==> src/verilog/atpg_map.vh <==
// Summary of operation
// [RL1] ADC code 0100 alternates 0x1555 and 0x2AAA, starting with 0x1555.
// [RL2] ADC code 0101 outputs the x^23+x^18+1 generator seeded 0x3AFF.
// [RL3] ADC code 0110 outputs the x^9+x^5+1 generator seeded 0x0092.
// [RL4] ADC code 0111 alternates 0x0000 and 0x3FFF every sample.
// [RL5] ADC user repeat outputs bits 15..2 of user words one to four, wrapping.
// [RL6] ADC user single outputs user words one to four once, then zeros.
// [RL7] ADC code 1111 outputs a ramp rising by one each sample, modulo 2^14.
// [RL8] ADC codes 0001..0011 hold midscale, positive and negative full scale; 0000 is off.
// [RL9] Host issues a soft reset before returning the interface test field to zero.
// [RL10] Writing 0x81 to 0x0000 soft resets; the request clears itself when done.
// [RL11] Transport layer test bit 5 at 0x0571 sends raw converter samples; the code sends adc_out_q, which carries any ADC test pattern.
// [RL12] Interface pattern selector sits in bits 3..0 of 0x0573.
// [RL13] Injection point sits in bits 5..4 of 0x0573 and sets the word width.
// [RL14] Injection 00 gives 16-bit words, 01 10-bit symbols, 10 8-bit octets.
// [RL15] Interface codes 0011..0111 select the 31, 23, 15, 9 and 7-bit generators.
// [RL16] The interface 23-bit generator uses x^23+x^18+1 seeded 0x003AFF.
// [RL17] Interface code 1000 ramps modulo two to the injection word width.
// [RL18] Interface codes 0001 and 0010 alternate 5555/AAAA and zeros/ones, truncated.
// [RL19] Interface code 1110 cycles user words one to four continuously.
// [RL20] Interface code 1111 sends user words one to four once, then zeros.
// [RL21] Link layer test selector sits in bits 2..0 of 0x0574.
// [RL22] Host writes 0xC0 to 0x0572 to disable the sync request while link tests run.
// [RL23] Any ADC test mode disconnects the converter; pattern still needs the clock.
// [RL24] Setting bit 4 or bit 5 of 0x0550 resets the ADC PN generators to seed; the code resets only the 23-bit one on bit 4, only the 9-bit one on bit 5.
`ifndef ATPG_MAP_VH
`define ATPG_MAP_VH

`define ATPG_ADDR_SOFT_RESET 16'h0000
`define ATPG_ADDR_ADC_TEST 16'h0550
`define ATPG_ADDR_USER_FIRST 16'h0551
`define ATPG_ADDR_USER_LAST 16'h0558
`define ATPG_ADDR_TL_CTRL 16'h0571
`define ATPG_ADDR_LINK_CTRL 16'h0572
`define ATPG_ADDR_IF_TEST 16'h0573
`define ATPG_ADDR_DLL_TEST 16'h0574
`define ATPG_ADDR_STATUS 16'h0580

`define ATPG_SOFT_RESET_CMD 8'h81
`define ATPG_RST_REG 8'h00

`define ATPG_PN_LONG_RST_BIT 4
`define ATPG_PN_SHORT_RST_BIT 5
`define ATPG_USER_SINGLE_BIT 7
`define ATPG_TL_TEST_BIT 5

`define ATPG_ADC_OFF 4'h0
`define ATPG_ADC_MID 4'h1
`define ATPG_ADC_PFS 4'h2
`define ATPG_ADC_NFS 4'h3
`define ATPG_ADC_CHK 4'h4
`define ATPG_ADC_PNL 4'h5
`define ATPG_ADC_PNS 4'h6
`define ATPG_ADC_TOG 4'h7
`define ATPG_ADC_USER 4'h8
`define ATPG_ADC_RAMP 4'hf

`define ATPG_ADC_MID_VAL 14'h0000
`define ATPG_ADC_PFS_VAL 14'h1fff
`define ATPG_ADC_NFS_VAL 14'h2000
`define ATPG_ADC_CHK_A 14'h1555
`define ATPG_ADC_CHK_B 14'h2aaa
`define ATPG_ADC_ONES 14'h3fff

`define ATPG_IF_OFF 4'h0
`define ATPG_IF_CHK 4'h1
`define ATPG_IF_TOG 4'h2
`define ATPG_IF_PN31 4'h3
`define ATPG_IF_PN23 4'h4
`define ATPG_IF_PN15 4'h5
`define ATPG_IF_PN9 4'h6
`define ATPG_IF_PN7 4'h7
`define ATPG_IF_RAMP 4'h8
`define ATPG_IF_USER_REP 4'he
`define ATPG_IF_USER_ONE 4'hf
`define ATPG_IF_CHK_A 16'h5555
`define ATPG_IF_CHK_B 16'haaaa

`define ATPG_INJ_SAMPLE 2'b00
`define ATPG_INJ_PHY 2'b01
`define ATPG_INJ_SCR 2'b10
`define ATPG_W_SAMPLE 5'd16
`define ATPG_W_PHY 5'd10
`define ATPG_W_SCR 5'd8
`define ATPG_W_ADC 5'd14

`define ATPG_SEED_ADC_LONG 31'h00003aff
`define ATPG_SEED_ADC_SHORT 31'h00000092
`define ATPG_SEED_PN31 31'h0003afff
`define ATPG_SEED_PN23 31'h00003aff
`define ATPG_SEED_PN15 31'h000003af
`define ATPG_SEED_PN9 31'h00000092
`define ATPG_SEED_PN7 31'h00000007

`endif

==> src/verilog/atpg_top.v <==
`timescale 1ns/1ps
`include "atpg_map.vh"
module atpg_top (
    input wire i_clk,
    input wire i_nrst,
    input wire [15:0] i_addr,
    input wire [7:0] i_wdata,
    input wire i_wr,
    input wire i_rd,
    output wire [7:0] o_rdata,
    input wire [13:0] i_adc_sample,
    output wire [13:0] o_adc_sample,
    output wire o_adc_disconnect,
    output wire [15:0] o_if_word,
    output wire [4:0] o_if_width,
    output wire [1:0] o_if_point,
    output wire o_if_valid,
    output wire o_tl_test_en,
    output wire [2:0] o_dll_test_sel,
    output wire [7:0] o_link_ctrl,
    output wire o_soft_reset
);
    //////////////////////////////
    reg [7:0] adc_test_q;
    reg [7:0] user_q [0:7];
    reg [7:0] tl_ctrl_q;
    reg [7:0] link_ctrl_q;
    reg [7:0] if_test_q;
    reg [7:0] dll_test_q;
    reg soft_q;
    reg [7:0] rdata_q;
    reg [7:0] rdata_d;
    reg [13:0] adc_out_q;
    reg [13:0] adc_out_d;
    reg [15:0] if_word_q;
    reg [15:0] if_word_d;
    reg if_valid_q;
    reg adc_phase_q;
    reg [13:0] adc_ramp_q;
    reg if_phase_q;
    reg [15:0] if_ramp_q;
    reg [4:0] if_width;
    reg [15:0] if_mask;
    reg [15:0] if_user_trunc;
    reg [15:0] if_pn_word;
    wire [63:0] user_words;
    wire wr_soft;
    wire wr_adc;
    wire wr_if;
    wire adc_restart;
    wire if_restart;
    wire [3:0] adc_mode;
    wire [3:0] if_mode;
    wire [1:0] if_point;
    wire adc_active;
    wire if_active;
    wire [15:0] pnl_word;
    wire [15:0] pns_word;
    wire [15:0] adc_user_word;
    wire [15:0] if_user_word;
    wire adc_user_done;
    wire if_user_done;
    wire [79:0] if_pn_words;
    integer i;

    //////////////////////////////
    // Register port. Writes land in one cycle, read data stand in the next cycle.
    assign wr_soft = i_wr && (i_addr == `ATPG_ADDR_SOFT_RESET);
    assign wr_adc = i_wr && (i_addr == `ATPG_ADDR_ADC_TEST);
    assign wr_if = i_wr && (i_addr == `ATPG_ADDR_IF_TEST);

    always @(posedge i_clk) begin
        if (!i_nrst || soft_q) begin
            adc_test_q <= `ATPG_RST_REG;
            tl_ctrl_q <= `ATPG_RST_REG;
            link_ctrl_q <= `ATPG_RST_REG;
            if_test_q <= `ATPG_RST_REG;
            dll_test_q <= `ATPG_RST_REG;
            for (i = 0; i < 8; i = i + 1) begin
                user_q[i] <= `ATPG_RST_REG;
            end
        end else if (i_wr) begin
            case (i_addr)
                `ATPG_ADDR_ADC_TEST: adc_test_q <= i_wdata;
                `ATPG_ADDR_TL_CTRL: tl_ctrl_q <= i_wdata; // [RL11]
                `ATPG_ADDR_LINK_CTRL: link_ctrl_q <= i_wdata;
                `ATPG_ADDR_IF_TEST: if_test_q <= i_wdata; // [RL12] [RL13]
                `ATPG_ADDR_DLL_TEST: dll_test_q <= i_wdata; // [RL21]
                default: begin
                    if (i_addr >= `ATPG_ADDR_USER_FIRST && i_addr <= `ATPG_ADDR_USER_LAST) begin
                        user_q[i_addr[2:0] - 3'h1] <= i_wdata;
                    end
                end
            endcase
        end
    end

    // The request lasts one cycle, the reset it drives ends with it.
    always @(posedge i_clk) begin
        if (!i_nrst || soft_q) begin
            soft_q <= 1'b0; // [RL10]
        end else if (wr_soft && i_wdata == `ATPG_SOFT_RESET_CMD) begin
            soft_q <= 1'b1; // [RL10]
        end
    end

    always @* begin
        rdata_d = 8'h00;
        case (i_addr)
            `ATPG_ADDR_SOFT_RESET: rdata_d = soft_q ? `ATPG_SOFT_RESET_CMD : 8'h00;
            `ATPG_ADDR_ADC_TEST: rdata_d = adc_test_q;
            `ATPG_ADDR_TL_CTRL: rdata_d = tl_ctrl_q;
            `ATPG_ADDR_LINK_CTRL: rdata_d = link_ctrl_q;
            `ATPG_ADDR_IF_TEST: rdata_d = {2'b00, if_test_q[5:0]};
            `ATPG_ADDR_DLL_TEST: rdata_d = {5'h00, dll_test_q[2:0]};
            `ATPG_ADDR_STATUS: rdata_d = {4'h0, if_user_done, adc_user_done, if_active, adc_active};
            default: begin
                if (i_addr >= `ATPG_ADDR_USER_FIRST && i_addr <= `ATPG_ADDR_USER_LAST) begin
                    rdata_d = user_q[i_addr[2:0] - 3'h1];
                end
            end
        endcase
    end

    always @(posedge i_clk) begin
        if (!i_nrst) begin
            rdata_q <= 8'h00;
        end else if (i_rd) begin
            rdata_q <= rdata_d;
        end else begin
            rdata_q <= 8'h00;
        end
    end

    //////////////////////////////
    // User word n sits at two addresses, low byte first.
    assign user_words = {user_q[7], user_q[6], user_q[5], user_q[4],
                         user_q[3], user_q[2], user_q[1], user_q[0]};

    assign adc_mode = adc_test_q[3:0];
    assign if_mode = if_test_q[3:0];
    assign if_point = if_test_q[5:4];
    assign adc_active = (adc_mode != `ATPG_ADC_OFF);
    assign if_active = (if_mode != `ATPG_IF_OFF);

    // A new mode word restarts every sequence of its own path (ADC or interface) so each pattern opens at its first value.
    assign adc_restart = wr_adc || soft_q;
    assign if_restart = wr_if || soft_q;

    //////////////////////////////
    // ADC level pattern generators.
    atpg_pn #(.LEN(23), .TAP(18), .SEED(`ATPG_SEED_ADC_LONG)) u_adc_pn_long (
        .i_clk(i_clk),
        .i_nrst(i_nrst),
        .i_load(adc_restart || adc_test_q[`ATPG_PN_LONG_RST_BIT]), // [RL24]
        .i_step(adc_mode == `ATPG_ADC_PNL), // [RL2]
        .i_nbits(`ATPG_W_ADC),
        .o_word(pnl_word)
    );

    atpg_pn #(.LEN(9), .TAP(5), .SEED(`ATPG_SEED_ADC_SHORT)) u_adc_pn_short (
        .i_clk(i_clk),
        .i_nrst(i_nrst),
        .i_load(adc_restart || adc_test_q[`ATPG_PN_SHORT_RST_BIT]), // [RL24]
        .i_step(adc_mode == `ATPG_ADC_PNS), // [RL3]
        .i_nbits(`ATPG_W_ADC),
        .o_word(pns_word)
    );

    atpg_useq u_adc_user (
        .i_clk(i_clk),
        .i_nrst(i_nrst),
        .i_restart(adc_restart),
        .i_step(adc_mode == `ATPG_ADC_USER),
        .i_single(adc_test_q[`ATPG_USER_SINGLE_BIT]),
        .i_words(user_words),
        .o_word(adc_user_word),
        .o_done(adc_user_done)
    );

    always @(posedge i_clk) begin
        if (!i_nrst || adc_restart) begin
            adc_phase_q <= 1'b0;
            adc_ramp_q <= 14'h0000;
        end else begin
            adc_phase_q <= ~adc_phase_q; // [RL1] [RL4]
            adc_ramp_q <= adc_ramp_q + 14'h0001; // [RL7]
        end
    end

    // With a test code set the converter sample is never looked at.
    always @* begin
        case (adc_mode)
            `ATPG_ADC_OFF: adc_out_d = i_adc_sample; // [RL8]
            `ATPG_ADC_MID: adc_out_d = `ATPG_ADC_MID_VAL; // [RL8]
            `ATPG_ADC_PFS: adc_out_d = `ATPG_ADC_PFS_VAL; // [RL8]
            `ATPG_ADC_NFS: adc_out_d = `ATPG_ADC_NFS_VAL; // [RL8]
            `ATPG_ADC_CHK: adc_out_d = adc_phase_q ? `ATPG_ADC_CHK_B : `ATPG_ADC_CHK_A; // [RL1]
            `ATPG_ADC_PNL: adc_out_d = pnl_word[13:0]; // [RL2]
            `ATPG_ADC_PNS: adc_out_d = pns_word[13:0]; // [RL3]
            `ATPG_ADC_TOG: adc_out_d = adc_phase_q ? `ATPG_ADC_ONES : 14'h0000; // [RL4]
            `ATPG_ADC_USER: adc_out_d = adc_user_word[15:2]; // [RL5] [RL6]
            `ATPG_ADC_RAMP: adc_out_d = adc_ramp_q; // [RL7]
            default: adc_out_d = 14'h0000; // [RL23]
        endcase
    end

    always @(posedge i_clk) begin
        if (!i_nrst) begin
            adc_out_q <= 14'h0000;
        end else begin
            adc_out_q <= adc_out_d; // [RL23]
        end
    end

    //////////////////////////////
    // Interface level pattern generators. Word width follows the injection point.
    always @* begin
        case (if_point)
            `ATPG_INJ_SAMPLE: if_width = `ATPG_W_SAMPLE; // [RL14]
            `ATPG_INJ_PHY: if_width = `ATPG_W_PHY; // [RL14]
            `ATPG_INJ_SCR: if_width = `ATPG_W_SCR; // [RL14]
            default: if_width = `ATPG_W_SAMPLE;
        endcase
        if_mask = 16'hffff >> (5'd16 - if_width); // [RL13]
    end

    genvar g;
    generate
        for (g = 0; g < 5; g = g + 1) begin : g_if_pn
            localparam LEN = (g == 0) ? 31 : (g == 1) ? 23 : (g == 2) ? 15 : (g == 3) ? 9 : 7;
            localparam TAP = (g == 0) ? 28 : (g == 1) ? 18 : (g == 2) ? 14 : (g == 3) ? 5 : 6;
            localparam [30:0] SEED = (g == 0) ? `ATPG_SEED_PN31 : (g == 1) ? `ATPG_SEED_PN23 :
                                     (g == 2) ? `ATPG_SEED_PN15 : (g == 3) ? `ATPG_SEED_PN9 :
                                     `ATPG_SEED_PN7;
            localparam [3:0] CODE = `ATPG_IF_PN31 + g;
            atpg_pn #(.LEN(LEN), .TAP(TAP), .SEED(SEED)) u_pn (
                .i_clk(i_clk),
                .i_nrst(i_nrst),
                .i_load(if_restart),
                .i_step(if_mode == CODE), // [RL15] [RL16]
                .i_nbits(if_width), // [RL16]
                .o_word(if_pn_words[g*16 +: 16])
            );
        end
    endgenerate

    always @* begin
        case (if_mode)
            `ATPG_IF_PN31: if_pn_word = if_pn_words[15:0]; // [RL15]
            `ATPG_IF_PN23: if_pn_word = if_pn_words[31:16]; // [RL16]
            `ATPG_IF_PN15: if_pn_word = if_pn_words[47:32];
            `ATPG_IF_PN9: if_pn_word = if_pn_words[63:48];
            `ATPG_IF_PN7: if_pn_word = if_pn_words[79:64];
            default: if_pn_word = 16'h0000;
        endcase
    end

    atpg_useq u_if_user (
        .i_clk(i_clk),
        .i_nrst(i_nrst),
        .i_restart(if_restart),
        .i_step(if_mode == `ATPG_IF_USER_REP || if_mode == `ATPG_IF_USER_ONE), // [RL19]
        .i_single(if_mode == `ATPG_IF_USER_ONE), // [RL20]
        .i_words(user_words),
        .o_word(if_user_word),
        .o_done(if_user_done)
    );

    always @(posedge i_clk) begin
        if (!i_nrst || if_restart) begin
            if_phase_q <= 1'b0;
            if_ramp_q <= 16'h0000;
        end else begin
            if_phase_q <= ~if_phase_q; // [RL18]
            if_ramp_q <= if_ramp_q + 16'h0001; // [RL17]
        end
    end

    // User words keep their top bits when narrowed; fixed patterns keep their low bits.
    always @* begin
        if_user_trunc = if_user_word >> (5'd16 - if_width); // [RL19] [RL20]
        case (if_mode)
            `ATPG_IF_CHK: if_word_d = (if_phase_q ? `ATPG_IF_CHK_B : `ATPG_IF_CHK_A) & if_mask; // [RL18]
            `ATPG_IF_TOG: if_word_d = (if_phase_q ? 16'hffff : 16'h0000) & if_mask; // [RL18]
            `ATPG_IF_PN31, `ATPG_IF_PN23, `ATPG_IF_PN15, `ATPG_IF_PN9, `ATPG_IF_PN7: begin
                if_word_d = if_pn_word & if_mask; // [RL15]
            end
            `ATPG_IF_RAMP: if_word_d = if_ramp_q & if_mask; // [RL17]
            `ATPG_IF_USER_REP, `ATPG_IF_USER_ONE: if_word_d = if_user_trunc; // [RL19] [RL20]
            default: begin
                // Transport samples are the formatted converter samples, left aligned.
                if_word_d = tl_ctrl_q[`ATPG_TL_TEST_BIT] ? {adc_out_q, 2'b00} : 16'h0000; // [RL11]
            end
        endcase
    end

    always @(posedge i_clk) begin
        if (!i_nrst) begin
            if_word_q <= 16'h0000;
            if_valid_q <= 1'b0;
        end else begin
            if_word_q <= if_word_d;
            if_valid_q <= if_active || tl_ctrl_q[`ATPG_TL_TEST_BIT]; // [RL11]
        end
    end

    //////////////////////////////
    assign o_rdata = rdata_q;
    assign o_adc_sample = adc_out_q;
    assign o_adc_disconnect = adc_active; // [RL23]
    assign o_if_word = if_word_q;
    assign o_if_width = if_width;
    assign o_if_point = if_point;
    assign o_if_valid = if_valid_q;
    assign o_tl_test_en = tl_ctrl_q[`ATPG_TL_TEST_BIT];
    assign o_dll_test_sel = dll_test_q[2:0]; // [RL21]
    // The sync request gate is software owned; the link layer reads this byte as written.
    assign o_link_ctrl = link_ctrl_q; // [RL22]
    assign o_soft_reset = soft_q; // [RL10]
endmodule // atpg_top

==> src/verilog/atpg_pn.v <==
`timescale 1ns/1ps
// Fibonacci PN generator; advances i_nbits bits per step, newest bit in bit 0.
module atpg_pn #(
    parameter LEN = 23,
    parameter TAP = 18,
    parameter [30:0] SEED = 31'h00003aff
) (
    input wire i_clk,
    input wire i_nrst,
    input wire i_load,
    input wire i_step,
    input wire [4:0] i_nbits,
    output wire [15:0] o_word
);
    reg [LEN-1:0] state_q;
    reg [LEN-1:0] state_d;
    reg [15:0] word_q;
    reg [15:0] word_d;
    reg fb;
    integer k;

    always @* begin
        state_d = state_q;
        word_d = word_q;
        fb = 1'b0;
        for (k = 0; k < 16; k = k + 1) begin
            if (k < {27'd0, i_nbits}) begin
                fb = state_d[LEN-1] ^ state_d[TAP-1];
                state_d = {state_d[LEN-2:0], fb};
                word_d = {word_d[14:0], fb};
            end
        end
    end

    always @(posedge i_clk) begin
        if (!i_nrst || i_load) begin
            state_q <= SEED[LEN-1:0];
            word_q <= 16'h0000;
        end else if (i_step) begin
            state_q <= state_d;
            word_q <= word_d;
        end
    end

    assign o_word = word_q;
endmodule // atpg_pn

==> src/verilog/atpg_useq.v <==
`timescale 1ns/1ps
// Walks four user words; in single mode it reports zeros after the fourth.
module atpg_useq (
    input wire i_clk,
    input wire i_nrst,
    input wire i_restart,
    input wire i_step,
    input wire i_single,
    input wire [63:0] i_words,
    output wire [15:0] o_word,
    output wire o_done
);
    reg [1:0] idx_q;
    reg done_q;

    always @(posedge i_clk) begin
        if (!i_nrst || i_restart) begin
            idx_q <= 2'h0;
            done_q <= 1'b0;
        end else if (i_step) begin
            idx_q <= idx_q + 2'h1;
            if (idx_q == 2'h3 && i_single) begin
                done_q <= 1'b1;
            end
        end
    end

    assign o_word = done_q ? 16'h0000 : i_words[{idx_q, 4'h0} +: 16];
    assign o_done = done_q;
endmodule // atpg_useq

==> config.mk <==
export PLATFORM = sky130hd
export DESIGN_NAME = atpg_top
export DESIGN_NICKNAME = d
export VERILOG_FILES = /design/src/verilog/atpg_top.v /design/src/verilog/atpg_pn.v /design/src/verilog/atpg_useq.v
export VERILOG_INCLUDE_DIRS = /design/src /design/src/verilog
export SDC_FILE = /design/constraint.sdc
export NUM_CORES = 1
export LEC_CHECK = 0
export BUFFER_PORTS_ARGS = -buffer_cell sky130_fd_sc_hd__buf_2
export CORE_MARGIN = 1.5
export CORE_UTILIZATION = 55
export CTS_BUF_LIST = sky130_fd_sc_hd__clkbuf_16
export DETAILED_ROUTE_END_ITERATION = 7
export PLACE_DENSITY = 0.83
export SETUP_SLACK_MARGIN = 0.2
export SLEW_MARGIN = 20
export SYNTH_ARGS = -nofsm -noshare
export SYNTH_HDL_FRONTEND = slang
export SYNTH_SLANG_ARGS = --single-unit
==> constraint.sdc <==
create_clock -name i_clk -period 6.58 [get_ports i_clk]
set_input_delay 0.329 -clock i_clk [delete_from_list [all_inputs] [get_ports i_clk]]
set_output_delay 0.329 -clock i_clk [all_outputs]
set_load 0.01 [all_outputs]
==> results.json, run 1 <==
{
  "cp-start-kind": "input pin",
  "seqPwrFrac_pct": 51.5,
  "cts.clk_slew.worst_paths_ps": 60,
  "hold_end": "o_soft_reset$_SDFFE_PP0P_",
  "rsz0062_at_grt": "no",
  "required_ps": 6760,
  "numCtsBuffers": 41,
  "drc_errors": 0,
  "tightest_slew_ps": 1100,
  "p_sw_share_pct": 23.9,
  "layout.cells.non_filler": 2770,
  "track_usage_pct": 31.2,
  "synth_area_leaders": "dfxtp_1 (31%), edfxtp_1 (9.5%), mux2i_1 (7.2%)",
  "syn_avg_cell_area_um2": 8.83,
  "place_congestion": 0.988,
  "place.detailed.hpwl_um": 42000,
  "portBuffers": 99,
  "dr.first_iter.drc_count": 2116,
  "dp.cells": 2697,
  "comb_power_share_pct": 4.2,
  "critical_path.max_fanout": 29,
  "cts_tree": "yes",
  "cts-hold-fix-buffers": 0,
  "crit_path_top_delay_cell": "o21ai_0",
  "holdCritStartpoint": "i_addr[7]",
  "skew_ps": 20.0,
  "drv_cap": 0,
  "clock_latency_ps": 570,
  "ctsLongestPathBuffers": 3,
  "clkPwrFrac_pct": 44.3,
  "dpl-instance-area_mm2": 0.0209,
  "num_antenna_cells": 0,
  "synth_top_area_cell": "dfxtp_1",
  "ant_nets": 0,
  "die_y_um": 195,
  "crit-reg2reg-launch": "if_test_q[4]$_SDFFE_PP0P_",
  "cts_sinks": 381,
  "p_sw_uw": 1130,
  "ys_seq_elements": 381,
  "power_leakage_uw": 0.00824,
  "cts_max_level": 2,
  "grt_pass1_wl_um": 93400,
  "synth-edff-count": 64,
  "yosys_warnings": 0,
  "multiInputGateArea_mm2": 0.0113,
  "fin_nets": 2324,
  "ys_types": 72,
  "p_per_area_mw_per_mm2": 215,
  "avgRoutedWirePerCell_um": 21.6,
  "finalCriticalPeriod_ps": 4150,
  "grt-ovfl-total": 0,
  "reg2regPathDepth": 8,
  "synth_top_cell_area_share_pct": 31.3,
  "routed_wl_um": 59800,
  "ys_async_sr_fraction_pct": 0,
  "core_area_mm2": 0.0364,
  "vias": 17600,
  "finalHoldViolCount": 0,
  "yosysMostFrequentCell": "nand2_1",
  "rows": 70,
  "period_share_pct": 63.1,
  "cp_top_family": "compound AO/OA/AOI/OAI gates",
  "final_area_mm2": 0.0220,
  "path_buf_inv": 2,
  "dieArea_mm2": 0.0380,
  "hp-class": "in -> reg",
  "crit_chain": "buf_2 > inv_1 > ha_1 > nor4b_1 > a211oi_1 > o211ai_1 > or3_1 > o21ai_0",
  "start_util_pct": 55.6,
  "yosys-top-cells-count": "nand2_1 (343), dfxtp_1 (317), nor2_1 (289)",
  "areaGrowthSynthToFinish_pct": 8.73,
  "regArea_mm2": 0.00827,
  "setup_viol": 0,
  "finalMaxSlewViolations": 0,
  "io_pins": 102,
  "post_cts_resized": 0,
  "n_fill_cell": 3083,
  "grt_max_degree": 92,
  "grt_pass1_vias": 16400,
  "drtPass1Iterations": 8,
  "via_per_inst": 6.37,
  "endpoint_kind": "register",
  "synthFlopType": "dfxtp_1",
  "p_int_uw": 3600,
  "cts_root_buffer": "clkbuf_16",
  "die_x_um": 195,
  "slowest_delay_ps": 900,
  "antenna_found_initial": 1,
  "max_slew_margin_pct": 26.4,
  "min_path_cells": 3,
  "setup.worst_path.class": "in -> reg",
  "netlist_area_mm2": 0.0203,
  "postCtsSetupBuffers": 0,
  "peakVddDrop_mv": 0.219,
  "layout-drive-gt1-share_pct": 12.4,
  "total_power_uw": 4730,
  "ys_seq_area_share_pct": 40.8,
  "timing.setup.tns_ps": 0,
  "status": "completed",
  "synthCells": 2295,
  "reg2reg_to": "g_if_pn[3].u_pn.state_q[4]$_SDFFE_PP1N_",
  "fmax_mhz": 241,
  "r2r_slack_ps": 3010,
  "cp.arrival_ps": 4340
}
## sequential cells by signal (all words and copies together), names as in the netlist, 2 cells and up
signal                  count
g_if_pn.u_pn.state_q       78
g_if_pn.u_pn.o_word        76
user_q                     64
u_adc_pn_long.state_q      21
if_ramp_q                  16
o_if_word                  16
adc_ramp_q                 14
o_adc_sample               14
u_adc_pn_long.o_word       14
u_adc_pn_short.o_word      14
adc_test_q                  8
o_link_ctrl                 8
o_rdata                     8
tl_ctrl_q                   8
if_test_q                   6
dll_test_q                  3
u_adc_pn_short.state_q      3
u_adc_user.idx_q            2
u_if_user.idx_q             2
## worst reg2reg max path, cell delays in order (launching register included)
cell	delay, ps
dfxtp_1	420
inv_1	100
ha_4	370
inv_2	800
buf_4	560
mux2i_1	530
xor2_1	150
a211oi_1	320
o21ai_0	140
## worst max-delay path by stage
stage | startpoint | to | slack [ps] | depth (start not counted)
floorplan | i_addr[0] | user_q[6][0]$_SDFFCE_PN0P_ | 2970 | 10
global placement | i_addr[0] | user_q[7][0]$_SDFFCE_PN0P_ | 2100 | 8
detailed placement | i_addr[0] | user_q[7][2]$_SDFFCE_PN0P_ | 1870 | 8
CTS | i_addr[0] | user_q[7][0]$_SDFFCE_PN0P_ | 2460 | 8
global route | i_addr[0] | user_q[6][4]$_SDFFCE_PN0P_ | 2140 | 8
finish | i_addr[0] | user_q[6][2]$_SDFFCE_PN0P_ | 2430 | 8
## routing by layer
metal | vias to the layer above | track usage (%) | part of all wire, %
met5 | - | 0 | 0.018
met4 | 2 | 14.5 | 4.7
met3 | 169 | 5.69 | 8.8
met2 | 935 | 48.5 | 46
met1 | 8428 | 42.3 | 41
li1 | 8100 | - | -
## stage by stage
stage / setup WS, ps / util [%] / hold slack (ps)
after CTS: 2460 / 60.5 / 61.1
after detailed placement: 1870 / 57.2 / 444
after global placement: 2100 / 57.2 / 437
final: 2430 / 60.5 / 77.8
after floorplan: 2970 / - / 431
after global routing: 2140 / 60.5 / 82.5
## power groups by stage
stage / clock network (µW) / registers (µW) / logic (µW)
finish: 2100 / 2440 / 199
global route: 2220 / 2440 / 210
CTS: 2110 / 2430 / 196
detailed placement: 0 / 2490 / 195
global placement: 0 / 2490 / 194
floorplan: 0 / 2460 / 127
## placed cells by master, fill, tap and decap left out, types with 9 or more instances in the layout
master       n
xnor2_1     49
clkinv_1    11
nand3b_1    13
nor2_2      10
o21ai_0     77
mux4_2      55
nand3_1     98
ha_1         9
xor2_1      85
a22oi_1     43
buf_4       26
a41oi_1     14
and3_1      14
a211oi_1    47
dfxtp_1    316
mux2_2      11
a222oi_1    22
nand2b_1    11
and2_1      13
nor2b_1     14
o211ai_1    37
mux2i_1    146
nor3_1      35
buf_2       99
nand2_1    342
clkbuf_16   41
nor2_1     289
inv_1       18
a21oi_1    146
edfxtp_1    64
## logic make-up (layout without fill, tap and decap cells)
family,Yosys count,after routing,synth area share (%)
adder cells (fa/ha/maj),10,10,0.618
other,1,2,0.0185
XOR/XNOR,140,140,6.47
AND/OR/NAND/NOR,895,895,19.6
AO/OA/AOI/OAI,450,450,14.3
buffers and inverters,206,212,4.20
multiplexers,212,212,13.9
flip-flops,381,381,40.8
## area by class of cell
type	count	area share [%]
repair buffers	125	3.14
well taps	468	2.66
multi-input cells	1709	51.1
flip-flops and latches	381	37.5
clock inverters	32	0.676
clock buffers	41	4.66
inverters	14	0.239
(Power assumes the default switching activity.)
==> run 2: changes to the inputs <==
--- a/config.mk
+++ b/config.mk
@@ -11,7 +11,7 @@
 export CORE_UTILIZATION = 55
 export CTS_BUF_LIST = sky130_fd_sc_hd__clkbuf_16
 export DETAILED_ROUTE_END_ITERATION = 7
-export PLACE_DENSITY = 0.83
+export PLACE_DENSITY = 0.86
 export SETUP_SLACK_MARGIN = 0.2
 export SLEW_MARGIN = 20
 export SYNTH_ARGS = -nofsm -noshare
==> constraint.sdc (replaced) <==
create_clock -name i_clk -period 3.6 [get_ports i_clk]
set_input_delay 0.18 -clock i_clk [delete_from_list [all_inputs] [get_ports i_clk]]
set_output_delay 0.18 -clock i_clk [all_outputs]
set_load 0.01 [all_outputs]
==> run 2 against run 1 <==
Compared with the run above: total power increased by 92%; highest routed layer is now met4; worst setup slack got worse by 1800 ps; count of clock-buffer cells in the layout increased by 2; register-to-register slack got worse by 2400 ps; the run now ends with DRC left; core utilization increased by 1.4 points; non-clock buffer count increased by 36; sequential share of layout area decreased by 0.85 points.
==> results.json, run 2 (same netlist as run 1, synthesis figures left out) <==
{
  "status": "complete, but fails checks",
  "violations": "DRC",
  "rsz0062_at_grt": "no",
  "cp-start-kind": "register",
  "timing.setup.tns_ps": 0,
  "grt_pass1_wl_um": 96100,
  "place_congestion": 0.993,
  "cts_sinks": 381,
  "numCtsBuffers": 41,
  "place.detailed.hpwl_um": 42900,
  "cp_top_family": "simple AND/OR/NAND/NOR gates",
  "finalHoldViolCount": 0,
  "endpoint_kind": "register",
  "cts_tree": "yes",
  "required_ps": 4090,
  "crit_path_top_delay_cell": "dfxtp_1",
  "regArea_mm2": 0.00827,
  "path_buf_inv": 0,
  "dr.first_iter.drc_count": 2478,
  "n_fill_cell": 2892,
  "slowest_delay_ps": 1050,
  "holdWs_ps": 30.3,
  "antenna_found_initial": 0,
  "avgRoutedWirePerCell_um": 21.9,
  "cts_root_buffer": "clkbuf_16",
  "setup.worst_path.class": "reg -> reg",
  "peakVddDrop_mv": 0.510,
  "tightest_slew_ps": 1100,
  "critical_path.max_fanout": 30,
  "clock_latency_ps": 570,
  "core_area_mm2": 0.0364,
  "die_y_um": 195,
  "postCtsSetupBuffers": 0,
  "p_per_area_mw_per_mm2": 404,
  "post_cts_resized": 0,
  "cts_max_level": 2,
  "vias": 18100,
  "drv_cap": 0,
  "finalMaxSlewViolations": 0,
  "drtPass1Iterations": 8,
  "finalCriticalPeriod_ps": 2960,
  "hp-class": "in -> reg",
  "period_share_pct": 82.4,
  "cp.arrival_ps": 3450,
  "final_common_cell": "nand2_1",
  "grt-ovfl-total": 0,
  "io_pins": 102,
  "cts-hold-fix-buffers": 9,
  "crit_chain": "nand3_1 > or3b_2 > nor3_1 > a22oi_1 > a21oi_1",
  "start_util_pct": 55.6,
  "cts.clk_slew.worst_paths_ps": 60,
  "routed_wl_um": 61400,
  "drc_errors": 3,
  "ctsLongestPathBuffers": 3,
  "largest_register": "g_if_pn.u_pn.state_q",
  "num_antenna_cells": 0,
  "grt_pass1_vias": 17300,
  "portBuffers": 99,
  "power_leakage_uw": 0.00850,
  "layout-drive-gt1-share_pct": 13.4,
  "ant_nets": 0,
  "fmax_mhz": 337,
  "areaGrowthSynthToFinish_pct": 11.3,
  "via_per_inst": 6.46,
  "rows": 70,
  "grt_max_degree": 113,
  "multiInputGateArea_mm2": 0.0113,
  "dieArea_mm2": 0.0380,
  "die_x_um": 195,
  "track_usage_pct": 31.8,
  "skew_ps": 18.7,
  "setup_viol": 0,
  "max_slew_margin_pct": 26.5,
  "final_cell_mix": "nand2_1 (342), dfxtp_1 (316), nor2_1 (289)",
  "largest_reg_flops": 78,
  "fin_nets": 2360,
  "r2r_slack_ps": 640
}
run 2: layout make-up:
class | instances | area share, %
Multi-Input combinational cell | 1709 | 50.0
Sequential cell | 381 | 36.7
Clock buffer | 43 | 4.77
Timing Repair Buffer | 161 | 4.59
Tap cell | 468 | 2.60
Clock inverter | 28 | 1.15
Inverter | 14 | 0.233
run 2: tightest hold or removal path: cells and delay by family:
| kind | cells | cell delay, ps |
|---|---|---|
| buf+inv | 1 | 90 |
| simple gates | 3 | 280 |
run 2: final timing paths:
path         cells past startpoint                         end                       start
max                              5    o_if_word[13]$_SDFF_PN0_   if_test_q[1]$_SDFFE_PP0P_
min                              4   o_soft_reset$_SDFFE_PP0P_                   i_addr[9]
max reg2reg                      5    o_if_word[13]$_SDFF_PN0_   if_test_q[1]$_SDFFE_PP0P_
min reg2reg                      2  adc_test_q[6]$_SDFFE_PP0P_  adc_test_q[6]$_SDFFE_PP0P_
run 2: power by group:
part	leakage [µW]	total (µW)	switching [µW]	internal [µW]
sequential	0.00317	4440	61.7	4380
combinational	0.00465	402	249	152
clock	0.000690	4270	1750	2510
run 2: layer usage:
layer	routed length, µm	vias up	track usage (%)
met5	0	-	0
met4	3070	0	15.3
met3	6080	211	7.34
met2	28700	1077	51.5
met1	23500	8640	40.2
li1	-	8174	-
run 2: through the flow:
step	total power (µW)	util [%]	cell area [µm²]	setup WS, ps	instances
after floorplan	4740	-	20300	143	2296
after global routing	9320	61.9	22500	314	2804
after detailed placement	4910	57.9	21100	503	2724
final	9110	61.9	22500	635	2804
after global placement	4890	57.9	21100	619	2724
after CTS	9110	61.9	22500	694	2804
